`config.mk`:
```
export PLATFORM = sky130hd
export DESIGN_NAME = cgc_group_config
export DESIGN_NICKNAME = d
export VERILOG_FILES = /design/src/design/cgc_pkg.sv /design/src/design/cgc_group_config.sv
export VERILOG_INCLUDE_DIRS = /design/src /design/src/design
export SDC_FILE = /design/constraint.sdc
export NUM_CORES = 1
export LEC_CHECK = 0
export ABC_AREA = 0
export BUFFER_PORTS_ARGS = -buffer_cell sky130_fd_sc_hd__buf_2
export CAP_MARGIN = 20
export CELL_PAD_IN_SITES_DETAIL_PLACEMENT = 0
export CELL_PAD_IN_SITES_GLOBAL_PLACEMENT = 2
export CORE_ASPECT_RATIO = 0.8
export CORE_UTILIZATION = 25
export CTS_BUF_LIST = sky130_fd_sc_hd__clkbuf_8
export CTS_CLUSTER_SIZE = 8
export DETAILED_ROUTE_END_ITERATION = 7
export GPL_ROUTABILITY_DRIVEN = 0
export PLACE_DENSITY = 0.66
export SETUP_SLACK_MARGIN = 0.2
export SLEW_MARGIN = 10
export SYNTH_ARGS = -nofsm -noshare
export SYNTH_HDL_FRONTEND = slang
export SYNTH_SLANG_ARGS = --single-unit
```
`constraint.sdc`:
```
create_clock -name sys_clk_in -period 3.75 [get_ports sys_clk_in]
set_input_delay 0 -clock sys_clk_in [delete_from_list [all_inputs] [get_ports sys_clk_in]]
set_output_delay 0 -clock sys_clk_in [all_outputs]
set_load 0.02 [all_outputs]
```
`src/design/cgc_map.svh`:
```
// Purpose: offsets, field positions, reset values and timing counts for the group config block
// Assumes: 32-bit ahb-lite register bus, word aligned
// Notes: included by the design module; the package holds only types
// Function
// - an su error interrupt is raised while the error count exceeds the threshold in 21:16.
// - superframe_align_select 0: the slot counter roll-over to zero is the sync event.
// - superframe_align_select 0: a new transparent channel waits for the next roll-over.
// - superframe_align_select 1: sync event is tx_frame_sync or rx_frame_sync asserting.
// - superframe_align_select 1: a new transparent channel waits for the external sync.
// - descriptor polling is timed from the selected sync event, scaled by poll_throttle.
// - poll_throttle (11:10) 1, 2, 3 polls each 16th, 32nd, 64th event; 0 is unsupported.
// - inhibit_tx_status_writeback (bit 9) at 0: tx status is written back per tx buffer.
// - inhibit_tx_status_writeback at 1: no tx write-back, the host relies on interrupts.
// - inhibit_rx_status_writeback (bit 8) at 0: rx status is written back per rx buffer.
// - inhibit_rx_status_writeback at 1: no rx write-back, the host relies on interrupts.
// - mem_violation_action (bit 7) at 0: a violation resets all 32 channels both ways.
// - mem_violation_action at 1: a violation stops only the serviced channel, both ways.
// - the configuration word applies uniformly to all 32 channels of the group.
// - service code 18 makes the device load a fresh copy of the configuration word.
`ifndef CGC_MAP_SVH
`define CGC_MAP_SVH

`define CGC_OFF_STAGED 12'h000
`define CGC_OFF_ACTIVE 12'h004
`define CGC_OFF_SERVICE 12'h008
`define CGC_OFF_STATUS 12'h00c
`define CGC_OFF_IRQ_STAT 12'h010
`define CGC_OFF_IRQ_CLR 12'h014
`define CGC_OFF_IRQ_EN 12'h018
`define CGC_OFF_SU_ERROR_INTERRUPT_CNT 12'h01c

`define CGC_SIGNAL_UNIT_ERROR_THRESHOLD_LSB 16
`define CGC_SIGNAL_UNIT_ERROR_THRESHOLD_MSB 21
`define CGC_SUPERFRAME_ALIGN_SELECT_BIT 15
`define CGC_POLL_THROTTLE_LSB 10
`define CGC_POLL_THROTTLE_MSB 11
`define CGC_INHTX_BIT 9
`define CGC_INHRX_BIT 8
`define CGC_MEM_VIOLATION_ACTION_BIT 7
`define CGC_WRITABLE_MASK 32'h003f8f80

`define CGC_CFG_RESET 32'h00000400
`define CGC_SVC_LOAD_CFG 5'h12

`define CGC_POLL_DIV_1 7'h10
`define CGC_POLL_DIV_2 7'h20
`define CGC_POLL_DIV_3 7'h40

`define CGC_IRQ_SU_ERROR_INTERRUPT 0
`define CGC_IRQ_POLL 1
`define CGC_IRQ_GRP_RST 2
`define CGC_IRQ_CH_DEACT 3
`define CGC_IRQ_CFG_LOAD 4
`define CGC_IRQ_BAD_THR 5
`define CGC_IRQ_BITS 6

`endif

```
`src/design/cgc_pkg.sv`:
```
// Purpose: types for the group config block
// Assumes: cgc_map.svh holds the numbers
// Notes: no imports, users write cgc_pkg::name
package cgc_pkg;

    // decoded configuration word
    typedef struct packed {
        logic [5:0] su_threshold;
        logic sf_align;
        logic [1:0] poll_throttle;
        logic inh_tx;
        logic inh_rx;
        logic mem_action;
    } cgc_cfg_t;

    // channel deactivation command
    typedef struct packed {
        logic valid;
        logic all;
        logic [4:0] channel;
    } cgc_deact_t;

    // load sequencer states
    typedef enum logic [2:0] {
        CGC_IDLE = 3'b001,
        CGC_LOAD = 3'b010,
        CGC_DONE = 3'b100
    } cgc_state_t;

endpackage

```
`src/design/cgc_group_config.sv`:
```
// Purpose: group configuration word, its effects on sync, polling, write-back and violations
// Assumes: one clock, synchronous active-low reset, ahb-lite slave with zero wait states
// Notes: the word is staged by software and made live by a service request
`timescale 1ns/100ps
`include "cgc_map.svh"

module cgc_group_config #(
    parameter int NUM_CH = 32,
    parameter int SLOT_W = 5
) (
    input wire logic sys_clk_in,
    input wire logic rst_n_in,
    // ahb-lite slave
    input wire logic hsel_in,
    input wire logic [11:0] haddr_in,
    input wire logic [1:0] htrans_in,
    input wire logic hwrite_in,
    input wire logic [2:0] hsize_in,
    input wire logic [31:0] hwdata_in,
    input wire logic hready_in,
    output logic [31:0] hrdata_out,
    output logic hreadyout_out,
    output logic hresp_out,
    // serial interface timing
    input wire logic [SLOT_W-1:0] time_slot_in,
    input wire logic tx_frame_sync_in,
    input wire logic rx_frame_sync_in,
    // channel events
    input wire logic su_error_in,
    input wire logic channel_activate_in,
    input wire logic [4:0] activate_channel_in,
    input wire logic tx_buffer_end_in,
    input wire logic rx_buffer_end_in,
    input wire logic mem_violation_in,
    input wire logic [4:0] serviced_channel_in,
    // outputs toward the dma and channel machinery
    output logic frame_sync_out,
    output logic poll_strobe_out,
    output logic [NUM_CH-1:0] channel_running_out,
    output logic tx_status_wb_out,
    output logic rx_status_wb_out,
    output cgc_pkg::cgc_deact_t deact_out,
    output logic su_error_interrupt_out,
    output logic irq_out
);

    // refused at elaboration: channel numbers are fixed five-bit fields
    if (NUM_CH != 32) begin : g_bad_num_ch
        $error("channel group must hold 32 channels");
    end
    // a zero-width slot counter could never roll over
    if (SLOT_W < 1) begin : g_bad_slot_w
        $error("time slot counter needs at least one bit");
    end

    ////////////////////////////////////////////////////////////////////////////////
    // bus decode

    // bus-side and configuration state
    logic [11:0] addr_q;
    logic wr_q;
    logic rd_q;
    logic [31:0] staged;
    logic [31:0] active;
    logic [4:0] service_code;
    logic [`CGC_IRQ_BITS-1:0] irq_stat;
    logic [`CGC_IRQ_BITS-1:0] irq_en;
    logic [7:0] su_count;
    cgc_pkg::cgc_state_t state;
    cgc_pkg::cgc_cfg_t cfg;
    logic access;
    logic svc_write;
    logic clr_write;

    // only a qualified nonseq or seq address phase is taken
    assign access = hsel_in && hready_in && htrans_in[1];
    assign hreadyout_out = 1'b1; // zero wait states keep the master simple
    assign hresp_out = 1'b0;

    // address phase capture
    always_ff @(posedge sys_clk_in) begin
        if (!rst_n_in) begin
            addr_q <= 12'h000;
            wr_q <= 1'b0;
            rd_q <= 1'b0;
        end else begin
            addr_q <= haddr_in;
            wr_q <= access && hwrite_in;
            rd_q <= access && !hwrite_in;
        end
    end

    // data-phase strobes; hwdata_in stands in the same cycle
    assign svc_write = wr_q && (addr_q == `CGC_OFF_SERVICE);
    assign clr_write = wr_q && (addr_q == `CGC_OFF_IRQ_CLR);

    // staged word and interrupt enables; reserved bits are dropped
    always_ff @(posedge sys_clk_in) begin
        if (!rst_n_in) begin
            staged <= `CGC_CFG_RESET;
            irq_en <= '0;
        end else if (wr_q) begin
            if (addr_q == `CGC_OFF_STAGED)
                staged <= hwdata_in & `CGC_WRITABLE_MASK;
            if (addr_q == `CGC_OFF_IRQ_EN)
                irq_en <= hwdata_in[`CGC_IRQ_BITS-1:0];
        end
    end

    // read data mux
    always_ff @(posedge sys_clk_in) begin
        if (!rst_n_in) begin
            hrdata_out <= 32'h00000000;
        end else if (access && !hwrite_in) begin
            case (haddr_in)
                `CGC_OFF_STAGED: hrdata_out <= staged;
                `CGC_OFF_ACTIVE: hrdata_out <= active;
                `CGC_OFF_SERVICE: hrdata_out <= {27'h0000000, service_code};
                `CGC_OFF_STATUS: hrdata_out <= {29'h00000000, state};
                `CGC_OFF_IRQ_STAT: hrdata_out <= {26'h0000000, irq_stat};
                `CGC_OFF_IRQ_EN: hrdata_out <= {26'h0000000, irq_en};
                `CGC_OFF_SU_ERROR_INTERRUPT_CNT: hrdata_out <= {24'h000000, su_count};
                default: hrdata_out <= 32'h00000000;
            endcase
        end
    end

    ////////////////////////////////////////////////////////////////////////////////
    // service request and load sequence

    // the live word changes only via the service code, at any point of a frame; a staged-word write alone never changes it
    always_ff @(posedge sys_clk_in) begin
        if (!rst_n_in) begin
            state <= cgc_pkg::CGC_IDLE;
            service_code <= 5'h00;
            active <= `CGC_CFG_RESET;
        end else begin
            case (state)
                cgc_pkg::CGC_IDLE: begin
                    if (svc_write) begin
                        service_code <= hwdata_in[4:0];
                        if (hwdata_in[4:0] == `CGC_SVC_LOAD_CFG)
                            state <= cgc_pkg::CGC_LOAD;
                    end
                end
                cgc_pkg::CGC_LOAD: begin
                    active <= staged;
                    state <= cgc_pkg::CGC_DONE;
                end
                cgc_pkg::CGC_DONE: state <= cgc_pkg::CGC_IDLE;
                default: state <= cgc_pkg::CGC_IDLE;
            endcase
        end
    end

    // one decoded word serves every channel of the group
    assign cfg.su_threshold = active[`CGC_SIGNAL_UNIT_ERROR_THRESHOLD_MSB:`CGC_SIGNAL_UNIT_ERROR_THRESHOLD_LSB];
    assign cfg.sf_align = active[`CGC_SUPERFRAME_ALIGN_SELECT_BIT];
    assign cfg.poll_throttle = active[`CGC_POLL_THROTTLE_MSB:`CGC_POLL_THROTTLE_LSB];
    assign cfg.inh_tx = active[`CGC_INHTX_BIT];
    assign cfg.inh_rx = active[`CGC_INHRX_BIT];
    assign cfg.mem_action = active[`CGC_MEM_VIOLATION_ACTION_BIT];

    ////////////////////////////////////////////////////////////////////////////////
    // frame synchronisation event

    logic [SLOT_W-1:0] slot_q;
    logic ext_sync_q;
    logic rollover;
    logic ext_rise;
    logic next_sync;

    // previous slot and sync level for edge detection
    always_ff @(posedge sys_clk_in) begin
        if (!rst_n_in) begin
            slot_q <= '0;
            ext_sync_q <= 1'b0;
        end else begin
            slot_q <= time_slot_in;
            ext_sync_q <= tx_frame_sync_in || rx_frame_sync_in;
        end
    end

    // slot_q resets to zero, so a slot held at zero after reset is no false roll-over
    assign rollover = (time_slot_in == '0) && (slot_q != '0);
    assign ext_rise = (tx_frame_sync_in || rx_frame_sync_in) && !ext_sync_q;
    assign next_sync = cfg.sf_align ? ext_rise : rollover;

    // registered event pulse
    always_ff @(posedge sys_clk_in) begin
        if (!rst_n_in)
            frame_sync_out <= 1'b0;
        else
            frame_sync_out <= next_sync;
    end

    ////////////////////////////////////////////////////////////////////////////////
    // channel start gating

    // waiting for the first sync after activation, one bit per channel
    logic [NUM_CH-1:0] pending;

    // an activated transparent channel waits for the next sync event
    always_ff @(posedge sys_clk_in) begin
        if (!rst_n_in) begin
            pending <= '0;
            channel_running_out <= '0;
        end else begin
            for (int i = 0; i < NUM_CH; i++) begin
                if (deact_out.valid && (deact_out.all || deact_out.channel == 5'(i))) begin
                    pending[i] <= 1'b0;
                    channel_running_out[i] <= 1'b0;
                end else if (channel_activate_in && activate_channel_in == 5'(i)) begin
                    pending[i] <= 1'b1;
                    channel_running_out[i] <= 1'b0;
                end else if (pending[i] && next_sync) begin
                    pending[i] <= 1'b0;
                    channel_running_out[i] <= 1'b1;
                end
            end
        end
    end

    ////////////////////////////////////////////////////////////////////////////////
    // descriptor polling

    // seven bits reach the longest spacing of 64 events
    logic [6:0] poll_cnt;
    logic [6:0] poll_div;
    logic poll_hit;

    // encoding 0 is unsupported; it is treated as every 16th to stay bounded
    always_comb begin
        case (cfg.poll_throttle)
            2'h2: poll_div = `CGC_POLL_DIV_2;
            2'h3: poll_div = `CGC_POLL_DIV_3;
            default: poll_div = `CGC_POLL_DIV_1;
        endcase
    end

    // the event that completes the count fires the poll and restarts it
    assign poll_hit = next_sync && (poll_cnt >= poll_div - 7'h01);

    // count sync events between polls
    always_ff @(posedge sys_clk_in) begin
        if (!rst_n_in) begin
            poll_cnt <= 7'h00;
            poll_strobe_out <= 1'b0;
        end else begin
            poll_strobe_out <= poll_hit;
            if (poll_hit)
                poll_cnt <= 7'h00;
            else if (next_sync)
                poll_cnt <= poll_cnt + 7'h01;
        end
    end

    ////////////////////////////////////////////////////////////////////////////////
    // buffer status write-back

    // a write-back request per buffer end unless inhibited
    always_ff @(posedge sys_clk_in) begin
        if (!rst_n_in) begin
            tx_status_wb_out <= 1'b0;
            rx_status_wb_out <= 1'b0;
        end else begin
            tx_status_wb_out <= tx_buffer_end_in && !cfg.inh_tx;
            rx_status_wb_out <= rx_buffer_end_in && !cfg.inh_rx;
        end
    end

    ////////////////////////////////////////////////////////////////////////////////
    // memory protection violation

    // whole group or serviced channel only
    always_ff @(posedge sys_clk_in) begin
        if (!rst_n_in) begin
            deact_out <= '0;
        end else begin
            deact_out.valid <= mem_violation_in;
            deact_out.all <= mem_violation_in && !cfg.mem_action;
            deact_out.channel <= serviced_channel_in;
        end
    end

    ////////////////////////////////////////////////////////////////////////////////
    // signal unit error monitor

    logic su_over;

    // saturating count, cleared by a config load
    always_ff @(posedge sys_clk_in) begin
        if (!rst_n_in)
            su_count <= 8'h00;
        else if (state == cgc_pkg::CGC_DONE)
            su_count <= 8'h00;
        else if (su_error_in && su_count != 8'hff)
            su_count <= su_count + 8'h01;
    end

    // zero-extended so the compare is done at the counter's width
    assign su_over = su_count > {2'b00, cfg.su_threshold};

    // level interrupt while the count exceeds the threshold
    always_ff @(posedge sys_clk_in) begin
        if (!rst_n_in)
            su_error_interrupt_out <= 1'b0;
        else
            su_error_interrupt_out <= su_over;
    end

    ////////////////////////////////////////////////////////////////////////////////
    // interrupt status

    logic [`CGC_IRQ_BITS-1:0] irq_set;
    logic [`CGC_IRQ_BITS-1:0] irq_clr;

    // one set pulse per event
    always_comb begin
        irq_set = '0;
        irq_set[`CGC_IRQ_SU_ERROR_INTERRUPT] = su_over && !su_error_interrupt_out;
        irq_set[`CGC_IRQ_POLL] = poll_hit;
        irq_set[`CGC_IRQ_GRP_RST] = mem_violation_in && !cfg.mem_action;
        irq_set[`CGC_IRQ_CH_DEACT] = mem_violation_in && cfg.mem_action;
        irq_set[`CGC_IRQ_CFG_LOAD] = state == cgc_pkg::CGC_DONE;
        irq_set[`CGC_IRQ_BAD_THR] = state == cgc_pkg::CGC_DONE && cfg.poll_throttle == 2'h0;
    end

    // clear mask only during the data phase of a clear write
    assign irq_clr = clr_write ? hwdata_in[`CGC_IRQ_BITS-1:0] : '0;

    // sticky bits; a new event beats a simultaneous clear
    always_ff @(posedge sys_clk_in) begin
        if (!rst_n_in)
            irq_stat <= '0;
        else
            irq_stat <= (irq_stat & ~irq_clr) | irq_set;
    end

    // unregistered level, so a mask change takes effect at once
    assign irq_out = |(irq_stat & irq_en);

endmodule

```
==> summary.md, run 1 <==
| Metric | Value |
|---|---|
| Vias in the first global route | `6149` |
| Core footprint | `0.0284 sq mm` |
| FMAX | `413 MHz` |
| Crit end category | `flop` |
| Setup TNS | `0 ns` |
| Ports | `approximately 160` |
| VDD IR max | `0.236 mV` |
| Rel. slew slack | `0.408` |
| Cells after DPL | `1304` |
| Post-Syn Area per Cell | `8.45 sq um` |
| Overall die height | `between 150 and 200 microns` |
| Clk_skew | `0.0223 ns` |
| Final Hold Fails | `0` |
| First-pass GRT wire length | `34700 microns` |
| Largest net degree at the start of global routing | `72` |
| Via count | `6330` |
| Cts repair resizes | `0` |
| Yosys top cell area share | `0.479` |
| Worst EP arrival | `2.77 ns` |
| Final Max Slew Viols | `0` |
| Total Die Area | `0.0296 sq mm` |
| Synth warn | `0` |
| # setup viols final | `0` |
| Main combinational cell family by area after synthesis | `simple AND/OR/NAND/NOR gates` |
| Synth Area in Compound Gates | `0.159` |
| Placed Area | `0.00808 sq mm` |
| Yosys reg bits | `173` |
| Dpl hpwl | `15300 microns` |
| Largest stage delay on the critical path | `approximately 0.57 ns` |
| Die X | `192 microns` |
| Routed Antenna Nets | `0` |
| Slowest CP cell | `a21oi_1` |
| Clock slew at reported path FFs | `0.10 ns` |
| Initial antenna violation count | `0` |
| Synth Area in XOR/XNOR | `0.00726` |
| Final nets | `about 1100` |
| Max-capacitance violation count | `0` |
| Post-route DRC violation count | `0` |
| Sequential fraction of the synthesis area | `0.479` |
| Starting Density | `0.255` |
| Gr ovfl total | `0` |
| Synth Area in Adders | `0.0190` |
| Mux share of post-synthesis cell area | `0.0649` |
| Root buffer cell | `clkbuf_8` |
| HP Class | `primary input to flop` |
| Worst skew pair latency | `0.46 ns` |
| Fill cell count | `a little over 3000` |
| Total Power | `3510 uW` |
| Clock sinks | `around 170` |
| CTS tree | `done` |
| Setup CP Type | `flop to flop` |
| Cell row count | `55` |
| DRT iter0 DRCs | `369` |
| Routed WL | `about 22000 microns` |
| Leak | `0.00356 uW` |
| Drt wl/cell | `16.0 microns` |
| Ys flop type | `dfxtp_1` |
| RSZ-0062 raised after global routing | `false` |
| Max Fanout on Critical Path | `8` |
| Slew @ Worst Pin | `0.886 ns` |
| Worst path cell trace | `nand2_1, ha_1, a21oi_1, o21ai_0, a21oi_1, nand2_1, o41ai_1` |
| DR pass1 iterations | `5` |
| Syn Inst Count | `856` |
| Power Density | `391 mW/mm^2` |
| Synth Area in Simple Gates | `0.220` |
| Top post-synthesis cells by area | `dfxtp_1, a21oi_1, nor2_1` |
| Outcome | `completed` |
| Layout cell share with drive strength beyond 1 | `0.177` |
| Finished Layout Cells | `1385` |
| Vias per inst | `4.57` |
| Final Core Density | `0.317` |
| Yosys top cell by area | `dfxtp_1` |
| Critical Path RT | `4.09 ns` |
| Area grow syn2layout | `24.2%` |
| Number of distinct library cells after synthesis | `53` |
| Gr usage total | `0.153` |
| Final period util | `0.646` |
| Cts bufs inserted | `17` |
| Layout Cell Area excl Fill | `0.00898 sq mm` |
| PortBufs | `121` |
| Ant diodes | `0` |
| Crit start category | `flop` |
| Max Buffers Root-to-Sink | `2` |
| Minimum clock period | `2.42 ns` |
| Async set or reset register ratio after synthesis | `0` |
| Post-Syn Area | `about 0.0072 sq mm` |
| EDFF count, synth | `0` |
| H-Tree Level Count | `4` |
-- flip-flops by register name (all words and copies together) (netlist names), 8 cells and up --
name	flops
addr_q	12
staged	12
hrdata_out	19
su_count	8
active	12
channel_running_out	32
pending	32
-- placed cells by master (no fill, tap or decap), drive strengths merged, types with 4 or more instances in the layout --
master       synthesis  layout
dfxtp              173     173
buf                 31     127
nor2               122     122
a21oi              113     113
nand2               81      81
o21ai               57      57
dlygate4sd3          0      48
nor3                39      39
mux2i               39      39
and2                27      27
nand3               24      24
clkbuf              31      19
inv                 12      19
conb                 2      16
ha                  11      11
a22oi               10      10
nor2b               10      10
mux2                 5       5
nor4b                4       4
nand2b               4       4
nand4                4       4
or3                  4       4
and3                 4       4
a41oi                4       4
nor3b                4       4
clkinv               0       4
-- cell usage after synthesis (3+ instances only) --
cell type  instances
dfxtp_1          173
nor2_1           122
a21oi_1          113
nand2_1           81
o21ai_0           45
mux2i_1           39
nor3_1            39
clkbuf_1          31
and2_1            25
nand3_1           24
buf_4             17
inv_1             12
ha_1              11
a22oi_1           10
nor2b_1           10
o21ai_2           10
buf_2              7
buf_1              6
mux2_2             5
a41oi_1            4
and3_1             4
nand2b_1           4
nand4_1            4
nor3b_1            4
nor4b_1            4
or3_1              4
a22o_1             3
a31oi_1            3
or4_1              3
xnor2_1            3
xor2_1             3
-- worst paths after layout --
| path | from | cells after the start | slack (ns) | endpoint |
|---|---|---|---|---|
| min reg2reg | hrdata_out[21] | 2 | 0.46 | hrdata_out[21] |
| max reg2reg | active[10] | 7 | 1.33 | poll_cnt[6] |
| min | activate_channel_in[2] | 4 | 0.11 | channel_running_out[17] |
| max | active[10] | 7 | 1.33 | poll_cnt[6] |
-- cell families after synthesis --
logic type	count (synthesis)
xor+xnor	6
other cells	2
flops	173
fa+ha+maj	11
buf+inv	74
compound gates	204
simple gates	341
mux	45
-- what timing repair did --
item / in CTS / in global routing
setup buffers: 0 / 0
endpoints found under the hold margin: 61 / 0
hold buffers: 48 / 0
-- area by class of cell --
cell class | count | area, sq um | area share
clock buffer | 19 | 262 | 0.0291
clock inverter | 13 | 130 | 0.0145
inverter | 12 | 45.0 | 0.00501
multi-input combinational | 623 | 3470 | 0.386
sequential | 173 | 3460 | 0.386
tap | 370 | 463 | 0.0515
timing repair buffer | 175 | 1150 | 0.128
-- critical path, delay by kind of cell (launching register included) --
| family | cells | cell delay (ns) |
|---|---|---|
| simple gates | 2 | 0.34 |
| flops | 1 | 0.44 |
| fa+ha+maj | 1 | 0.29 |
| compound gates | 4 | 1.26 |
-- routing by layer --
metal / vias to the layer above / global-route usage / wire length, microns
met5: - / 0 / 0
met4: 0 / 0.0259 / 127
met3: 5 / 0.0333 / 1030
met2: 136 / 0.232 / 9590
met1: 2968 / 0.224 / 11400
li1: 3221 / - / -
-- report_power, final --
part	switching, uW	internal, uW
clock	747	579
combinational	177	116
sequential	28.7	1860
total	953	2560
-- stage by stage --
stage	hold slack [ns]	setup slack (ns)
after CTS	0.0845	1.30
final	0.109	1.33
after floorplan	0.122	1.86
after global placement	0.209	1.36
after global routing	0.118	1.07
after detailed placement	0.210	1.34
Note: power is estimated with default switching activity, not from simulation.
==> inputs of run 2 (changes only) <==
- clock period: 3.75 -> 2.35 ns (I/O delays scaled with it)
==> run 2 against run 1 <==
Sequential power grew 60%. Non-clock buffer count grew 11. Worst setup slack lost 0.95 ns. Register-to-register slack lost 0.90 ns. Clock power grew 50%. Clock skew is essentially flat. Flip-flop and latch count is the same. Wire length grew 0.72%. Die area is the same. Critical endpoint unchanged. Largest power group unchanged. Highest routed layer unchanged.
==> summary.md, run 2 (same netlist as run 1, synthesis figures left out) <==
| Metric | Value |
|---|---|
| Outcome | `completed` |
| Ports | `155 (unchanged)` |
| Fill cell count | `3051 (-1.3%)` |
| Placed Area | `0.00821 sq mm (+1.5%)` |
| # setup viols final | `0 (unchanged)` |
| Clock network power share | `0.364 (-0.014)` |
| Commonest non-fill, non-tap cell in the layout | `dfxtp_1` |
| Cts bufs inserted | `17 (unchanged)` |
| Cell row count | `55 (unchanged)` |
| Core footprint | `0.0284 sq mm (unchanged)` |
| Clock sinks | `173 (unchanged)` |
| Hold Path Depth | `2 (-2)` |
| CTS tree | `done` |
| Root buffer cell | `clkbuf_8` |
| Clk_skew | `0.0224 ns (+0.000143 ns)` |
| HP Class | `primary input to flop` |
| Routed WL | `22300 microns (+0.72%)` |
| Worst EP arrival | `2.32 ns (-0.45 ns)` |
| Reg area | `0.00346 sq mm (unchanged)` |
| Sequential Power Share | `0.548 (+0.009)` |
| Worst r2r src | `slot_q[0]` |
| Ant diodes | `0 (unchanged)` |
| Vias per inst | `4.51 (-1.2%)` |
| Slew @ Worst Pin | `0.692 ns (-0.193 ns)` |
| Dpl hpwl | `15400 microns (+1.1%)` |
| Critical Path RT | `2.70 ns (-1.39 ns)` |
| Area grow syn2layout | `25.2%` |
| Gr ovfl total | `0 (unchanged)` |
| Worst skew pair latency | `0.46 ns (about the same)` |
| Starting Density | `0.255 (unchanged)` |
| Crit start category | `primary input` |
| Post-CTS setup buffer count | `0 (unchanged)` |
| R2R Setup Slk | `0.43 ns (-0.90 ns)` |
| Min-delay src | `haddr_in[2]` |
| Die X | `192 microns (unchanged)` |
| First-pass GRT wire length | `35600 microns (+2.4%)` |
| Gr usage total | `0.157 (+0.00346)` |
| Max-capacitance violation count | `0 (unchanged)` |
| Minimum clock period | `1.97 ns` |
| VDD IR max | `0.361 mV (+53%)` |
| Cells after DPL | `1317 (+1.0%)` |
| Area of the multi-input gates | `0.00348 sq mm (+0.18%)` |
| Total Die Area | `0.0296 sq mm (unchanged)` |
| Leak | `0.00361 uW (+1.3%)` |
| Crit end category | `flop` |
| Worst Hold End | `addr_q[2]` |
| Vias in the first global route | `6095 (-0.88%)` |
| Comb pwr share | `0.088 (+0.004)` |
| FMAX | `507 MHz` |
| Overall die height | `154 microns (unchanged)` |
| Setup TNS | `0 ns (unchanged)` |
| Layout cell share with drive strength beyond 1 | `0.188 (+0.0108)` |
| Switching share of total power | `0.277 (+0.00580)` |
| Max Fanout on Critical Path | `37 (+29)` |
| PortBufs | `121 (unchanged)` |
| RSZ-0062 raised after global routing | `false` |
| Largest net degree at the start of global routing | `72 (unchanged)` |
| Final nets | `1100 (+1.0%)` |
| Largest regs | `channel_running_out: 32 flops, pending: 32 flops, hrdata_out: 19 flops` |
| Via count | `6302 (-0.44%)` |
| R2R Path End | `poll_cnt[6]` |
| Finished Layout Cells | `1396 (+0.79%)` |
| DR pass1 iterations | `4 (-1)` |
| Power Density | `608 mW/mm^2 (+55%)` |
| Clock slew at reported path FFs | `0.09 ns (about the same)` |
| Pint | `3980 uW (+55%)` |
| Post-route DRC violation count | `0 (unchanged)` |
| Final Max Slew Viols | `0 (unchanged)` |
| Switching pwr | `1530 uW (+60%)` |
| R2r worst-path depth | `6 (-1)` |
| Rel. slew slack | `0.538 (+0.130)` |
| Drt wl/cell | `16.0 microns (about the same)` |
| Setup CP Type | `primary input to flop` |
| Layout Cell Area excl Fill | `0.00905 sq mm (+0.79%)` |
| DRT iter0 DRCs | `300 (-19%)` |
| Max Buffers Root-to-Sink | `2 (unchanged)` |
| Commonest non-fill, non-tap cells in the layout | `dfxtp_1, nor2_1, buf_2` |
| Hold_ws | `0.0545 ns (-0.0547 ns)` |
| Final period util | `0.839` |
| Routed Antenna Nets | `0 (unchanged)` |
| Initial antenna violation count | `0 (unchanged)` |
| Final Core Density | `0.319 (+0.00252)` |
| Final Hold Fails | `0 (unchanged)` |
| H-Tree Level Count | `4 (unchanged)` |
run 2: worst max path at each step:
stage                     depth (start not counted)             from  slack (ns)          end
after global placement                            5        addr_q[5]        0.36    irq_en[5]
after detailed placement                          5        addr_q[5]        0.32    irq_en[1]
after global routing                              8  time_slot_in[1]        0.24  poll_cnt[6]
after CTS                                         5        addr_q[5]        0.29    irq_en[0]
after floorplan                                   7       active[11]        0.46  poll_cnt[6]
final                                             8  time_slot_in[1]        0.38  poll_cnt[6]
run 2: through the flow:
| stage | total power [uW] | setup WS, ns |
|---|---|---|
| 6_report | 5500 | 0.379 |
| 4_1_cts | 5610 | 0.288 |
| 2_1_floorplan | 3350 | 0.460 |
| 5_1_grt | 5800 | 0.241 |
| 3_3_place_gp | 3510 | 0.361 |
| 3_5_place_dp | 3510 | 0.320 |
run 2: layout make-up:
cell class | instances | area share
Inverter | 12 | 0.00497
Clock buffer | 19 | 0.0289
Timing Repair Buffer | 186 | 0.137
Tap cell | 370 | 0.0511
Multi-Input combinational cell | 623 | 0.384
Sequential cell | 173 | 0.382
Clock inverter | 13 | 0.0122
run 2: power groups by stage:
stage / combinational [uW] / sequential, uW / clock [uW]
after CTS: 487 / 3020 / 2110
after global routing: 538 / 3020 / 2240
final: 484 / 3020 / 2000
after global placement: 424 / 3080 / 0
after floorplan: 266 / 3080 / 0
after detailed placement: 425 / 3080 / 0
run 2: per-layer routing:
metal	up-vias	wire [microns]	global-route usage
met5	-	0	0
met4	0	118	0.0304
met3	8	765	0.0340
met2	97	9270	0.226
met1	2942	12100	0.236
li1	3255	-	-
run 2: worst max-delay path: stages:
cell and delay (ns):
dlygate4sd3_1 0.53, buf_2 0.13, nor4_1 0.34, o211ai_1 0.19
o21ai_2 0.08, buf_4 0.42, nand2_1 0.24, o41ai_1 0.35
run 2: timing repair:
item | in CTS | in global routing
hold endpoints to repair | 62 | 0
gates resized for setup | 0 | 1
endpoints found under the setup margin | 0 | 11
hold buffers | 47 | 0
